### src/pkg/adcsr_params.svh
// Offsets, field positions, reset values and fixed codes of the ADC status and correction bank.
`ifndef ADCSR_PARAMS_SVH
`define ADCSR_PARAMS_SVH
// ==========================================================================
// Register addresses, as written in the address phase of the parallel bus.
`define ADCSR_ADDR_CTRL1 16'h0001
`define ADCSR_ADDR_CTRL2 16'h0002
`define ADCSR_ADDR_OFFSET 16'h0003
`define ADCSR_ADDR_GAIN 16'h0004
`define ADCSR_ADDR_OVR_THR 16'h0005
// ==========================================================================
// Reset values of the writable registers.
`define ADCSR_RST_CTRL1 16'h001a
`define ADCSR_RST_CTRL2 16'h009b
`define ADCSR_RST_OFFSET 16'h0000
`define ADCSR_RST_GAIN 16'ha000
`define ADCSR_RST_OVR_THR 16'hcccc
// ==========================================================================
// Field positions in the first control register.
`define ADCSR_C1_DL_FILT 15
`define ADCSR_C1_RD_OVR 14
`define ADCSR_C1_RD_GAIN 13
`define ADCSR_C1_RD_OFF 12
`define ADCSR_C1_RD_STAT 11
`define ADCSR_C1_SYNC 9
`define ADCSR_C1_FLEN_LSB 5
`define ADCSR_C1_BYP3 4
`define ADCSR_C1_BYP1 3
// Field positions in the second control register.
`define ADCSR_C2_CDIV 5
`define ADCSR_C2_PD 3
`define ADCSR_C2_LOW_POWER_FLAG 2
`define ADCSR_C2_AMP_PD 0
// ==========================================================================
// Fixed part code, arbitrary neutral value.
`define ADCSR_PART_CODE 2'h1
// Consecutive full-scale modulator samples tolerated before overrange.
`define ADCSR_MOD_OVER_LIMIT 3'h4
`endif

### src/pkg/adcsr_pkg.sv
// Types shared by the ADC status and correction bank.
package adcsr_pkg;
   // ========================================================================
   // Source of the word returned by the next read.
   typedef enum logic [2:0] {
      ADCSR_RD_RESULT,
      ADCSR_RD_OVR,
      ADCSR_RD_GAIN,
      ADCSR_RD_OFF,
      ADCSR_RD_STAT
   } adcsr_rdsel_t;
   // Phase of the write protocol.
   typedef enum logic [1:0] {
      ADCSR_WR_ADDR,
      ADCSR_WR_DATA,
      ADCSR_WR_COEF
   } adcsr_wphase_t;
endpackage : adcsr_pkg

### src/hw/adcsr_regs.sv
// Status word, correction registers and parallel-bus access of the ADC back end.
`timescale 1ns/100ps
`include "adcsr_params.svh"
// ==========================================================================
// Notes on behaviour
// - Status bits 15:14 hold fixed part code.
// - Status bits 13:11 show the die index.
// - Status bit 10 mirrors result valid flag.
// - Status bit 9 shows low power mode.
// - Bit 8 set when input exceeds threshold.
// - Bit 7 set when download checksum matches.
// - Bit 6 set when filter pass checksum matches.
// - Bit 5 set while custom filter used.
// - Bit 4 echoes third stage bypass control.
// - Bit 3 echoes first stage bypass control.
// - Bits 2:0 echo decimation select.
// - Offset is two's complement, resets zero.
// - Offset applied after gain correction.
// - Gain 0x8000 is unity, resets 0xa000.
// - Threshold compared on first stage output.
// - Threshold resets to 0xcccc.
// - Over four full-scale modulator samples flags overrange.
// - Read-select status returns status on next read.
module adcsr_regs #(
   parameter int COEF_DEPTH = 128, // Coefficient store depth.
   parameter int COEF_PER_FLEN = 8 // Coefficients per filter length step.
) (
   input wire logic core_clk, // System clock, 100 MHz.
   input wire logic sys_rst, // Synchronous reset, active high.
   input wire logic bus_cs_n, // Chip select pin.
   input wire logic bus_wr_n, // Write strobe pin.
   input wire logic bus_rd_n, // Read strobe pin.
   input wire logic [15:0] bus_data_in, // Data bus input side.
   output logic [15:0] bus_data_out, // Data bus output side.
   output logic bus_data_oe, // Data bus output enable.
   input wire logic [2:0] die_strap, // Die index strap pins.
   input wire logic signed [15:0] stage1_data, // First decimation stage output.
   input wire logic stage1_valid, // New first stage sample.
   input wire logic mod_over_fs, // Modulator sample beyond full scale.
   input wire logic mod_valid, // New modulator sample.
   input wire logic signed [23:0] raw_result, // Uncorrected filter result.
   input wire logic raw_valid, // New uncorrected result.
   input wire logic filt_coef_pass, // Coefficients are passing through the filter.
   output logic signed [23:0] result_out, // Corrected result.
   output logic result_valid_out, // Pulse with each corrected result.
   output logic [15:0] device_status_word, // Live status word.
   output logic low_power_flag, // Low power mode request.
   output logic third_stage_pass_flag, // Third stage bypass control.
   output logic first_stage_pass_flag, // First stage bypass control.
   output logic [2:0] decimation_select, // Decimation select.
   output logic [3:0] filt_len, // Filter length setting.
   output logic sync_pulse, // One-cycle synchronisation request.
   output logic power_down, // Power down request.
   output logic amp_power_down, // Amplifier power down request.
   output logic clk_div_bypass // Clock divider setting.
);
   // ========================================================================
   // Pin synchronisers.
   logic [2:0] strb_s1_r; // First stage, read only by the second.
   logic [2:0] strb_s2_r; // Second stage: cs_n, wr_n, rd_n.
   logic [15:0] din_s1_r; // Data first stage.
   logic [15:0] din_s2_r; // Data second stage.
   logic [2:0] die_s1_r; // Strap first stage.
   logic [2:0] die_s2_r; // Strap second stage.
   logic [2:0] strb_d_r; // Delayed copy for edge detection.

   // Every pin passes two flops before any logic looks at it.
   always_ff @(posedge core_clk) begin
      if (sys_rst) begin
         strb_s1_r <= 3'h7;
         strb_s2_r <= 3'h7;
         strb_d_r <= 3'h7;
         din_s1_r <= 16'h0000;
         din_s2_r <= 16'h0000;
         die_s1_r <= 3'h0;
         die_s2_r <= 3'h0;
      end else begin
         strb_s1_r <= {bus_cs_n, bus_wr_n, bus_rd_n};
         strb_s2_r <= strb_s1_r;
         strb_d_r <= strb_s2_r;
         din_s1_r <= bus_data_in;
         din_s2_r <= din_s1_r;
         die_s1_r <= die_strap;
         die_s2_r <= die_s1_r;
      end
   end

   // Write is taken on the rising edge of the write strobe under select, so
   // the data has had the whole low phase to settle through the synchroniser.
   logic wr_take;
   logic rd_start;
   logic rd_end;
   assign wr_take = !strb_s2_r[2] && strb_s2_r[1] && !strb_d_r[1];
   assign rd_start = !strb_s2_r[2] && !strb_s2_r[0] && strb_d_r[0];
   assign rd_end = !strb_s2_r[0] ? 1'b0 : !strb_d_r[0];

   // ========================================================================
   // Register state.
   logic [15:0] ctrl1_r; // Persistent part of control register 1.
   logic [15:0] ctrl2_r; // Control register 2.
   logic [15:0] offset_correction_r; // Signed offset.
   logic [15:0] gain_correction_r; // Gain, 0x8000 is unity.
   logic [15:0] overrange_threshold_r; // Overrange threshold.
   logic [2:0] die_r; // Die index, resampled every clock.
   logic [15:0] addr_r; // Address from the address phase.
   adcsr_pkg::adcsr_wphase_t wphase_r; // Write protocol phase.
   adcsr_pkg::adcsr_rdsel_t rdsel_r; // Source of the next read.
   logic sync_r; // Synchronisation pulse.

   // Die index is a strap: resampled on every clock, never loaded by reset.
   always_ff @(posedge core_clk) begin
      die_r <= die_s2_r;
   end

   // Coefficient download bookkeeping.
   logic [15:0] coef_mem [COEF_DEPTH]; // Downloaded coefficients.
   logic [$clog2(COEF_DEPTH)-1:0] coef_idx_r; // Write index.
   logic [$clog2(COEF_DEPTH):0] coef_cnt_r; // Coefficients still expected.
   logic [15:0] dl_sum_r; // Checksum accumulated during download.
   logic [15:0] dl_ref_r; // Checksum word sent by the host.
   logic download_checksum_match_r; // Download checksum matched.
   logic custom_r; // Custom filter in use.

   // Address/data sequencing and register writes.
   always_ff @(posedge core_clk) begin
      if (sys_rst) begin
         wphase_r <= adcsr_pkg::ADCSR_WR_ADDR;
         addr_r <= 16'h0000;
         ctrl1_r <= `ADCSR_RST_CTRL1;
         ctrl2_r <= `ADCSR_RST_CTRL2;
         offset_correction_r <= `ADCSR_RST_OFFSET;
         gain_correction_r <= `ADCSR_RST_GAIN;
         overrange_threshold_r <= `ADCSR_RST_OVR_THR;
         sync_r <= 1'b0;
      end else begin
         sync_r <= 1'b0;
         if (wr_take) begin
            unique case (wphase_r)
               adcsr_pkg::ADCSR_WR_ADDR: begin
                  addr_r <= din_s2_r;
                  wphase_r <= adcsr_pkg::ADCSR_WR_DATA;
               end
               adcsr_pkg::ADCSR_WR_DATA: begin
                  wphase_r <= adcsr_pkg::ADCSR_WR_ADDR;
                  // Unknown addresses are dropped silently.
                  if (addr_r == `ADCSR_ADDR_CTRL1) begin
                     // Bits 15..9 are self-clearing, so only 8..0 persist.
                     ctrl1_r <= {7'h00, din_s2_r[8:0]};
                     sync_r <= din_s2_r[`ADCSR_C1_SYNC];
                     if (din_s2_r[`ADCSR_C1_DL_FILT]) begin
                        wphase_r <= adcsr_pkg::ADCSR_WR_COEF;
                     end
                  end else if (addr_r == `ADCSR_ADDR_CTRL2) begin
                     ctrl2_r <= din_s2_r;
                  end else if (addr_r == `ADCSR_ADDR_OFFSET) begin
                     offset_correction_r <= din_s2_r;
                  end else if (addr_r == `ADCSR_ADDR_GAIN) begin
                     gain_correction_r <= din_s2_r;
                  end else if (addr_r == `ADCSR_ADDR_OVR_THR) begin
                     overrange_threshold_r <= din_s2_r;
                  end
               end
               // Coefficient words carry no address; the last is the checksum.
               adcsr_pkg::ADCSR_WR_COEF: begin
                  if (coef_cnt_r == '0) begin
                     wphase_r <= adcsr_pkg::ADCSR_WR_ADDR;
                  end
               end
            endcase
         end
      end
   end

   // Download: count coefficients, sum them, then compare with the checksum.
   always_ff @(posedge core_clk) begin
      if (sys_rst) begin
         coef_idx_r <= '0;
         coef_cnt_r <= '0;
         dl_sum_r <= 16'h0000;
         dl_ref_r <= 16'h0000;
         download_checksum_match_r <= 1'b0;
         custom_r <= 1'b0;
      end else if (wr_take && wphase_r == adcsr_pkg::ADCSR_WR_DATA &&
                   addr_r == `ADCSR_ADDR_CTRL1 && din_s2_r[`ADCSR_C1_DL_FILT]) begin
         // Count is (length + 1) steps; a long filter is clipped to the store.
         coef_cnt_r <= ($clog2(COEF_DEPTH)+1)'(
            (int'(din_s2_r[8:5]) + 1) * COEF_PER_FLEN > COEF_DEPTH ? COEF_DEPTH :
            (int'(din_s2_r[8:5]) + 1) * COEF_PER_FLEN);
         coef_idx_r <= '0;
         dl_sum_r <= 16'h0000;
         download_checksum_match_r <= 1'b0;
         custom_r <= 1'b0;
      end else if (wr_take && wphase_r == adcsr_pkg::ADCSR_WR_COEF) begin
         if (coef_cnt_r != '0) begin
            coef_cnt_r <= coef_cnt_r - 1'b1;
            coef_idx_r <= coef_idx_r + 1'b1;
            dl_sum_r <= dl_sum_r + din_s2_r;
         end else begin
            dl_ref_r <= din_s2_r;
            download_checksum_match_r <= (din_s2_r == dl_sum_r);
            custom_r <= 1'b1;
         end
      end
   end

   // Coefficient store; unused entries keep stale data but are never summed.
   always_ff @(posedge core_clk) begin
      if (wr_take && wphase_r == adcsr_pkg::ADCSR_WR_COEF && coef_cnt_r != '0) begin
         coef_mem[coef_idx_r] <= din_s2_r;
      end
   end

   // ========================================================================
   // Filter pass checksum: while the filter signals a coefficient pass, the
   // stored words are read back one per cycle and summed afresh.
   logic [$clog2(COEF_DEPTH)-1:0] scan_idx_r; // Read index of the pass.
   logic [15:0] scan_sum_r; // Running sum of the pass.
   logic scan_busy_r; // A pass is in progress.
   logic filt_ok_r; // Pass checksum matched.

   always_ff @(posedge core_clk) begin
      if (sys_rst) begin
         scan_idx_r <= '0;
         scan_sum_r <= 16'h0000;
         scan_busy_r <= 1'b0;
         filt_ok_r <= 1'b0;
      end else if (!custom_r) begin
         scan_busy_r <= 1'b0;
         filt_ok_r <= 1'b0;
      end else if (!scan_busy_r) begin
         scan_idx_r <= '0;
         scan_sum_r <= 16'h0000;
         scan_busy_r <= filt_coef_pass;
      end else if (scan_idx_r == coef_idx_r) begin
         filt_ok_r <= (scan_sum_r == dl_ref_r);
         scan_busy_r <= 1'b0;
      end else begin
         scan_sum_r <= scan_sum_r + coef_mem[scan_idx_r];
         scan_idx_r <= scan_idx_r + 1'b1;
      end
   end

   // ========================================================================
   // Overrange detection on the uncorrected first stage output and on runs of full-scale modulator samples.
   logic ovr_r; // Overrange flag.
   logic [2:0] mod_run_r; // Consecutive full-scale modulator samples.
   logic [16:0] mag; // Magnitude of the first stage sample, scaled to 16 bits.
   assign mag = stage1_data[15] ? 17'(-{stage1_data[15], stage1_data}) << 1 :
                17'({1'b0, stage1_data}) << 1;

   // The saturating run count avoids wrap back below the limit.
   always_ff @(posedge core_clk) begin
      if (sys_rst) begin
         mod_run_r <= 3'h0;
      end else if (mod_valid) begin
         if (!mod_over_fs) begin
            mod_run_r <= 3'h0;
         end else if (mod_run_r <= `ADCSR_MOD_OVER_LIMIT) begin
            mod_run_r <= mod_run_r + 1'b1;
         end
      end
   end

   always_ff @(posedge core_clk) begin
      if (sys_rst) begin
         ovr_r <= 1'b0;
      end else if (mod_valid && mod_over_fs && mod_run_r >= `ADCSR_MOD_OVER_LIMIT) begin
         ovr_r <= 1'b1;
      end else if (stage1_valid) begin
         ovr_r <= (mag > {1'b0, overrange_threshold_r}) || (mod_run_r > `ADCSR_MOD_OVER_LIMIT);
      end
   end

   // ========================================================================
   // Gain then offset correction, two pipeline stages.
   logic signed [40:0] prod; // Raw result times unsigned gain.
   logic signed [25:0] gained_r; // Result after gain, scaled back.
   logic gained_v_r; // Gain stage holds a new result.
   logic signed [26:0] sum; // Gained result plus scaled offset.
   assign prod = raw_result * $signed({1'b0, gain_correction_r});
   // Full-scale offset 0x7fff maps to 1/128 of the 24-bit range, i.e. x2 LSB.
   assign sum = 27'(gained_r) + 27'($signed({offset_correction_r, 1'b0}));

   always_ff @(posedge core_clk) begin
      if (sys_rst) begin
         gained_r <= '0;
         gained_v_r <= 1'b0;
      end else begin
         gained_r <= 26'(prod >>> 15);
         gained_v_r <= raw_valid;
      end
   end

   logic result_valid_flag; // Unread corrected result present.
   always_ff @(posedge core_clk) begin
      if (sys_rst) begin
         result_out <= 24'h000000;
         result_valid_out <= 1'b0;
      end else begin
         result_valid_out <= gained_v_r;
         if (gained_v_r) begin
            if (sum > 27'sh07fffff) begin
               result_out <= 24'h7fffff;
            end else if (sum < -27'sh0800000) begin
               result_out <= 24'h800000;
            end else begin
               result_out <= sum[23:0];
            end
         end
      end
   end

   // ========================================================================
   // Readback: a new result sets the valid flag, reading its first word
   // clears it; a new result in the same cycle wins.
   logic rd_second_r; // Next result read is the second word.
   always_ff @(posedge core_clk) begin
      if (sys_rst) begin
         result_valid_flag <= 1'b0;
         rd_second_r <= 1'b0;
         rdsel_r <= adcsr_pkg::ADCSR_RD_RESULT;
      end else begin
         if (result_valid_out) begin
            result_valid_flag <= 1'b1;
         end else if (rd_start && rdsel_r == adcsr_pkg::ADCSR_RD_RESULT && !rd_second_r) begin
            result_valid_flag <= 1'b0;
         end
         if (wr_take && wphase_r == adcsr_pkg::ADCSR_WR_DATA && addr_r == `ADCSR_ADDR_CTRL1) begin
            if (din_s2_r[`ADCSR_C1_RD_OVR]) rdsel_r <= adcsr_pkg::ADCSR_RD_OVR;
            else if (din_s2_r[`ADCSR_C1_RD_GAIN]) rdsel_r <= adcsr_pkg::ADCSR_RD_GAIN;
            else if (din_s2_r[`ADCSR_C1_RD_OFF]) rdsel_r <= adcsr_pkg::ADCSR_RD_OFF;
            else if (din_s2_r[`ADCSR_C1_RD_STAT]) rdsel_r <= adcsr_pkg::ADCSR_RD_STAT;
         end else if (rd_start) begin
            if (rdsel_r != adcsr_pkg::ADCSR_RD_RESULT) begin
               rdsel_r <= adcsr_pkg::ADCSR_RD_RESULT;
            end else begin
               rd_second_r <= !rd_second_r;
            end
         end
      end
   end

   // Status word assembly.
   logic [15:0] status;
   assign status = {`ADCSR_PART_CODE, die_r, result_valid_flag, ctrl2_r[`ADCSR_C2_LOW_POWER_FLAG],
                    ovr_r, download_checksum_match_r, filt_ok_r, custom_r, ctrl1_r[4:0]};

   // Bus drive: data is latched at the read edge and held while it is low.
   always_ff @(posedge core_clk) begin
      if (sys_rst) begin
         bus_data_out <= 16'h0000;
         bus_data_oe <= 1'b0;
      end else begin
         if (rd_start) begin
            bus_data_oe <= 1'b1;
            unique case (rdsel_r)
               adcsr_pkg::ADCSR_RD_OVR: bus_data_out <= overrange_threshold_r;
               adcsr_pkg::ADCSR_RD_GAIN: bus_data_out <= gain_correction_r;
               adcsr_pkg::ADCSR_RD_OFF: bus_data_out <= offset_correction_r;
               adcsr_pkg::ADCSR_RD_STAT: bus_data_out <= status;
               adcsr_pkg::ADCSR_RD_RESULT: bus_data_out <= rd_second_r ?
                  {result_out[7:0], 2'b00, result_valid_flag, ovr_r, 4'h0} :
                  result_out[23:8];
            endcase
         end else if (rd_end || strb_s2_r[2]) begin
            bus_data_oe <= 1'b0;
         end
      end
   end

   // Control outputs, all from flops.
   always_ff @(posedge core_clk) begin
      if (sys_rst) begin
         device_status_word <= 16'h0000;
         low_power_flag <= 1'b0;
         third_stage_pass_flag <= 1'b0;
         first_stage_pass_flag <= 1'b0;
         decimation_select <= 3'h0;
         filt_len <= 4'h0;
         sync_pulse <= 1'b0;
         power_down <= 1'b0;
         amp_power_down <= 1'b0;
         clk_div_bypass <= 1'b0;
      end else begin
         device_status_word <= status;
         low_power_flag <= ctrl2_r[`ADCSR_C2_LOW_POWER_FLAG];
         third_stage_pass_flag <= ctrl1_r[`ADCSR_C1_BYP3];
         first_stage_pass_flag <= ctrl1_r[`ADCSR_C1_BYP1];
         decimation_select <= ctrl1_r[2:0];
         filt_len <= ctrl1_r[8:5];
         sync_pulse <= sync_r;
         power_down <= ctrl2_r[`ADCSR_C2_PD];
         amp_power_down <= ctrl2_r[`ADCSR_C2_AMP_PD];
         clk_div_bypass <= ctrl2_r[`ADCSR_C2_CDIV];
      end
   end
endmodule : adcsr_regs

### config.mk
export PLATFORM = sky130hd
export DESIGN_NAME = adcsr_regs
export DESIGN_NICKNAME = d
export VERILOG_FILES = /design/src/pkg/adcsr_pkg.sv /design/src/hw/adcsr_regs.sv
export VERILOG_INCLUDE_DIRS = /design/src /design/src/pkg
export SDC_FILE = /design/constraint.sdc
export NUM_CORES = 2
export LEC_CHECK = 0
export ABC_CLOCK_PERIOD_IN_PS = 18600
export BUFFER_PORTS_ARGS = -buffer_cell sky130_fd_sc_hd__buf_2
export CAP_MARGIN = 20
export CELL_PAD_IN_SITES_DETAIL_PLACEMENT = 1
export CELL_PAD_IN_SITES_GLOBAL_PLACEMENT = 1
export CORE_MARGIN = 4
export CORE_UTILIZATION = 30
export CTS_CLUSTER_DIAMETER = 50
export DETAILED_ROUTE_END_ITERATION = 8
export GPL_TIMING_DRIVEN = 0
export PLACE_DENSITY = 0.52
export SETUP_SLACK_MARGIN = 0.2
export SLEW_MARGIN = 20
export SYNTH_ARGS = -nofsm -noshare
export SYNTH_HDL_FRONTEND = slang
export SYNTH_SLANG_ARGS = --single-unit
### constraint.sdc
create_clock -name core_clk -period 18.6 [get_ports core_clk]
set_clock_uncertainty 0.1 [all_clocks]
set_input_delay 0.93 -clock core_clk [delete_from_list [all_inputs] [get_ports core_clk]]
set_output_delay 0.93 -clock core_clk [all_outputs]
set_load 0.05 [all_outputs]
### Word level (Yosys, flattened, before mapping)

Memory sizes are Yosys's and may differ from the RTL's. A register that Yosys moved wholly into a read port is not among the register bits.
Cells that the tools add are included.

| operators by class | value |
|---|---|
| add/subtract/negate cells | 9 |
| multipliers | 1 |
| $lt $le $gt $ge | 7 |
| equality and inequality tests | 18 |
| mux-type cells | 40 |
| bitwise operators | 11 |
| reductions and logical operators | 51 |

Operators with widths:

| cell | count |
|---|---|
| 16-bit case mux with 5 select lines | 1 |
| 16-bit two-way mux | 3 |
| 24-bit two-way mux | 2 |
| 24-bit by 17-bit multiplier with 41-bit output | 1 |
| 16-bit adder | 2 |
| 16-bit equality test | 2 |
| 16-bit by 2-bit equality test with 1-bit output, second input constant | 2 |
| 16-bit by 3-bit equality test with 1-bit output, second input constant | 2 |
| 32-bit by 9-bit greater-than comparator with 1-bit output, second input constant | 1 |
| 8-bit two-way mux | 4 |
| 7-bit two-way mux | 4 |
| 26-bit by 17-bit adder with 27-bit output | 1 |
| 27-bit by 24-bit greater-than comparator with 1-bit output, second input constant | 1 |
| 27-bit by 24-bit less-than comparator with 1-bit output, second input constant | 1 |
| 3-bit two-way mux | 9 |
| 17-bit by 16-bit greater-than comparator with 1-bit output | 1 |
| 17-bit two-way mux | 1 |
| 16-bit by 1-bit equality test with 1-bit output, second input constant | 1 |
| 16-bit negator | 1 |
| 2-bit AND reduction | 8 |
| 15-bit two-way mux | 1 |
| 7-bit by 1-bit adder with 7-bit output, second input constant | 2 |
| 2-bit nonzero test | 7 |
| 1-bit logical AND | 13 |
| 33 further kinds | 66 |

| storage, ports and cells | value |
|---|---|
| register bits | 313 |
| RAM bits | 2048 |
| output and inout port bits | 72 |
| word-level logic and storage cells | 186 |
| memories | 1 |

Memory list:

| memory | depth | width | read ports | clocked after Yosys merged registers in | write ports | line | source |
|---|---|---|---|---|---|---|---|
| coef_mem | 128 | 16 | 1 | 1 | 1 | adcsr_regs.sv:116 | `logic [15:0] coef_mem [COEF_DEPTH];` |

### Longest topological paths before layout

| logic depth | value |
|---|---|
| depth in word-level cells | 8 |
| mapped depth | 25 |
| depth with buffers taken out | 24 |

### Worst setup path before layout

No wires, ideal clock.

| path | value |
|---|---|
| path kind | input to register |
| start point | input port raw_result[7] |
| end point | register gained_r[22] |
| data arrival time | 6965 ps |
| data required time | 18379 ps |
| path slack | 11415 ps |
| stages | 22 |
| buffers on the path | 1 |
| cell sequence | clkbuf_1 -> nand2_1 -> fa_1 -> inv_1 -> fa_1 -> inv_1 -> fa_1 -> inv_1 -> fa_1 -> fa_1 -> fa_1 -> ha_1 -> a21o_1 -> a21oi_1 -> nor2b_1 -> or4_1 -> o211ai_1 -> o21ai_1 -> a211o_1 -> a221o_1 -> a21oi_1 -> mux2_2 |

| between the ends | value |
|---|---|
| word-level cells in the longest chain between the ends | 1 |

RTL lines:

| element | line | source |
|---|---|---|
| start, declared | adcsr_regs.sv:41 | `input wire logic signed [23:0] raw_result,` |
| 24-bit by 17-bit multiplier with 41-bit output | adcsr_regs.sv:280 | `assign prod = raw_result * $signed({1'b0, gain_correction_r});` |
| end signal, assigned | adcsr_regs.sv:289 | `gained_r <= 26'(prod >>> 15);` |
| end, declared | adcsr_regs.sv:277 | `logic signed [25:0] gained_r;` |

No other way between the ends.
A chain may end at the register's enable or synchronous reset.

==> impl_metrics.csv <==
group,metric,value,unit
status,outcome,"complete, no violations",
power_and_ir_drop,p_per_area,93.8,mW/mm²
min_path,min_to,"strb_s1_r[0]",
clock_tree,root_buffer,"clkbuf_16",
sta,drv_slew,0,
layout,finalInstanceArea,0.125,mm²
floorplan,io_pins,141,
grt,overflow,0,
layout,area_growth,17.6,%
placed_design,postPlaceCellArea,0.116,mm²
routing,drt_iter0_markers,4690,
logic_synthesis,syn-num-nets,6857,
logic_synthesis,synth_cell_types,74,
placed_design,place_ws,9920,ps
sta,period_needed,8690,ps
logic_synthesis,ys_seq_area_share,63.8,%
floorplan,core-area,0.353,mm²
critical_path,path_buf_inv,5,
floorplan,die_x,603,µm
min_path,min_from,"bus_rd_n",
sta,final-hold-violation-count,0,
critical_path,rr_worst_depth,20,
logic_synthesis,synth_seq_cells,2359,
critical_path,reg2reg_to,"scan_sum_r[15]",
floorplan,dieArea,0.364,mm²
min_path,min_path_cells,2,
logic_synthesis,synth_top_family_by_area,"multiplexers",
clock_tree,ctsResizeCount,0,
logic_synthesis,async_flop_share,0,%
logic_synthesis,synth_top_area_share,57.9,%
floorplan,core.rowCount,218,
routing,viasPerCell,4.98,
grt,grt_pass1_wl,480000,µm
clock_tree,worstSkewPairLatency,840,ps
routing,drc,0,
logic_synthesis,synth_xor_area_share,0.965,%
routing,antenna_left,0,
routing,drt_pass1_iterations,5,
clock_tree,htree_levels,5,
critical_path,r2r_slack,9910,ps
sta,rsz0062_at_grt,"false",
routing,dr_total_vias,58500,
logic_synthesis,synthTopCellsByCount,"edfxtp_1 (2,048), mux4_2 (668), inv_1 (472)",
sta,max_clock_freq,115,MHz
logic_synthesis,yosys.area.top_type,"edfxtp_1",
logic_synthesis,synth_area_leaders,"edfxtp_1 (58%), mux4_2 (14%), fa_1 (7.1%)",
logic_synthesis,synthMuxAreaShare,15.2,%
critical_path,worstPathCellList,"buf_2, buf_2, clkbuf_2, buf_16, clkbuf_1, mux4_2, mux4_2, mux4_2, mux2_2, ha_1, a21o_1, a21o_1, a21oi_1, a21oi_1, a2111oi_0, o31ai_1, a31oi_1, xnor2_1, and3b_1, o31a_1",
clock_tree,cts_buffer_depth,4,
critical_path,slowest_delay,830,ps
critical_path,crit_top_cell,"mux4_2",
critical_path,crit_path_end_kind,"flop",
sta,holdWs,197,ps
clock_tree,cts_tree,"yes",
logic_synthesis,synth-simple-area-share,5.26,%
floorplan,start_util,30.1,%
grt,grt_max_degree,74,
clock_tree,cts-buffers-inserted,288,
min_path,hp-class,"in -> reg",
clock_tree,cts.sinks,2359,
clock_tree,post_cts_buffers,0,
critical_path,crit_type,"reg -> reg",
logic_synthesis,yosysWarnings,0,
clock_tree,cts.clk_slew.worst_paths,60,ps
grt,antenna_found_initial,40,
logic_synthesis,synth.most_common_cell,"edfxtp_1",
clock_tree,hold_buffers,0,
placed_design,dp_hpwl,242000,µm
logic_synthesis,avgSynthCellArea,17.0,µm²
placed_design,place_congestion,0.823,
power_and_ir_drop,peakVddDrop,73.2,µV
critical_path,path_max_fanout,10,
sta,post-route-period-util,46.7,%
layout,nets,7423,
logic_synthesis,synth_ff_type,"edfxtp_1",
grt,grt_use_total,18.3,%
floorplan,die_h,603,µm
logic_synthesis,synthAdderAreaFrac,9.25,%
critical_path,crit_path_top_delay_cell,"dfxtp_1",
critical_path,critPathLaunchType,"flop",
logic_synthesis,syn_area,0.106,mm²
logic_synthesis,synth-compound-area-share,2.54,%
logic_synthesis,netlist_instances,6230,
sta,worst_slack,9910,ps
sta,finalSetupTns,0,ps
grt,first_global_vias,63300,
sta,setup_viol,0,
layout,drive_above_1_share,23.6,%
routing,wl,335000,µm
critical_path,cp_data_required_time,19220,ps
placed_design,port_buffers,139,
sta,worst_slew_pin_slew,1310,ps
critical_path,cp_top_family,"buffers and inverters",
power_and_ir_drop,cellLeakagePower,46.1,nW
critical_path,cp.arrival,9310,ps
run,max_cap_viol_count,0,
sta,slew_headroom,12.4,%
logic_synthesis,synth_edf_count,2048,
routing,wl_per_cell,28.5,µm
## state kept, by name (all words and copies together) (netlist names), 15 cells and up, named ones only
register / count
addr_r: 16
bus_data_out: 16
coef_mem: 2048
device_status_word: 15
din_s1_r: 16
din_s2_r: 16
dl_ref_r: 16
dl_sum_r: 16
gain_correction_r: 16
gained_r: 26
offset_correction_r: 16
overrange_threshold_r: 16
result_out: 24
scan_sum_r: 16
## cell families after synthesis
group | Yosys count
AO/OA/AOI/OAI | 408
XOR/XNOR | 117
adder cells (fa/ha/maj) | 558
buffers and inverters | 798
flip-flops | 2359
multiplexers | 776
other | 1
AND/OR/NAND/NOR | 1213
## routing by layer
layer	vias up	track usage [%]	wire (µm)
met2	1479	31.0	166000
met4	10	5.06	9850
met3	468	2.33	15400
met5	-	0	69
met1	31900	24.8	145000
li1	24700	-	-
## through the flow
step	std cells	power, mW	utilization, %
floorplan	6230	6.14	-
global placement	11100	6.34	32.0
detailed placement	11200	6.35	32.8
CTS	11700	11.9	35.4
global route	11800	12.1	35.4
finish	11800	11.7	35.4
## cell usage in the layout, fill, tap and decap left out, types with 25 or more instances in the layout
cell type	count
a211oi_1	27
a21o_1	35
a21oi_1	149
and2_1	154
buf_16	36
buf_2	170
buf_6	78
buf_8	25
clkbuf_1	264
clkbuf_16	294
clkbuf_2	27
clkinv_1	43
clkinv_2	39
dfxtp_1	295
edfxtp_1	2048
fa_1	378
ha_1	180
inv_1	472
inv_6	34
mux2_2	34
mux2i_1	74
mux4_2	668
nand2_1	424
nand3_1	46
nor2_1	237
nor2_2	87
nor2_4	41
nor2b_1	84
o21ai_0	36
xnor2_1	83
xor2_1	34
## final cells by class
class	count	area, µm²
clock buffer	340	7570
timing repair buffer	276	2980
fill	35500	228000
clock inverter	170	1610
tap	4730	5920
sequential	2359	67800
antenna	12	30.0
inverter	472	1770
buffer	326	1440
multi-input combinational	3073	35800
## where the power goes
| group | internal [mW] | total, mW | leakage [nW] | switching [mW] |
|---|---|---|---|---|
| sequential | 5.75 | 5.77 | 25.0 | 0.0292 |
| combinational | 0.144 | 0.451 | 16.7 | 0.307 |
| clock | 3.24 | 5.49 | 4.48 | 2.25 |
| total | 9.13 | 11.7 | 46.1 | 2.59 |
## worst max-delay path by stage
stage          slack [ps]  cells after the start            from        endpoint
2_1_floorplan       11410                     22   raw_result[7]    gained_r[22]
3_3_place_gp         9100                     19            flop  scan_sum_r[15]
3_5_place_dp         9920                     21  raw_result[12]    gained_r[22]
4_1_cts              9920                     20            flop  scan_sum_r[15]
5_1_grt              9700                     20            flop  scan_sum_r[15]
6_report             9910                     20            flop  scan_sum_r[15]
Power figures use the tool's default switching activity.
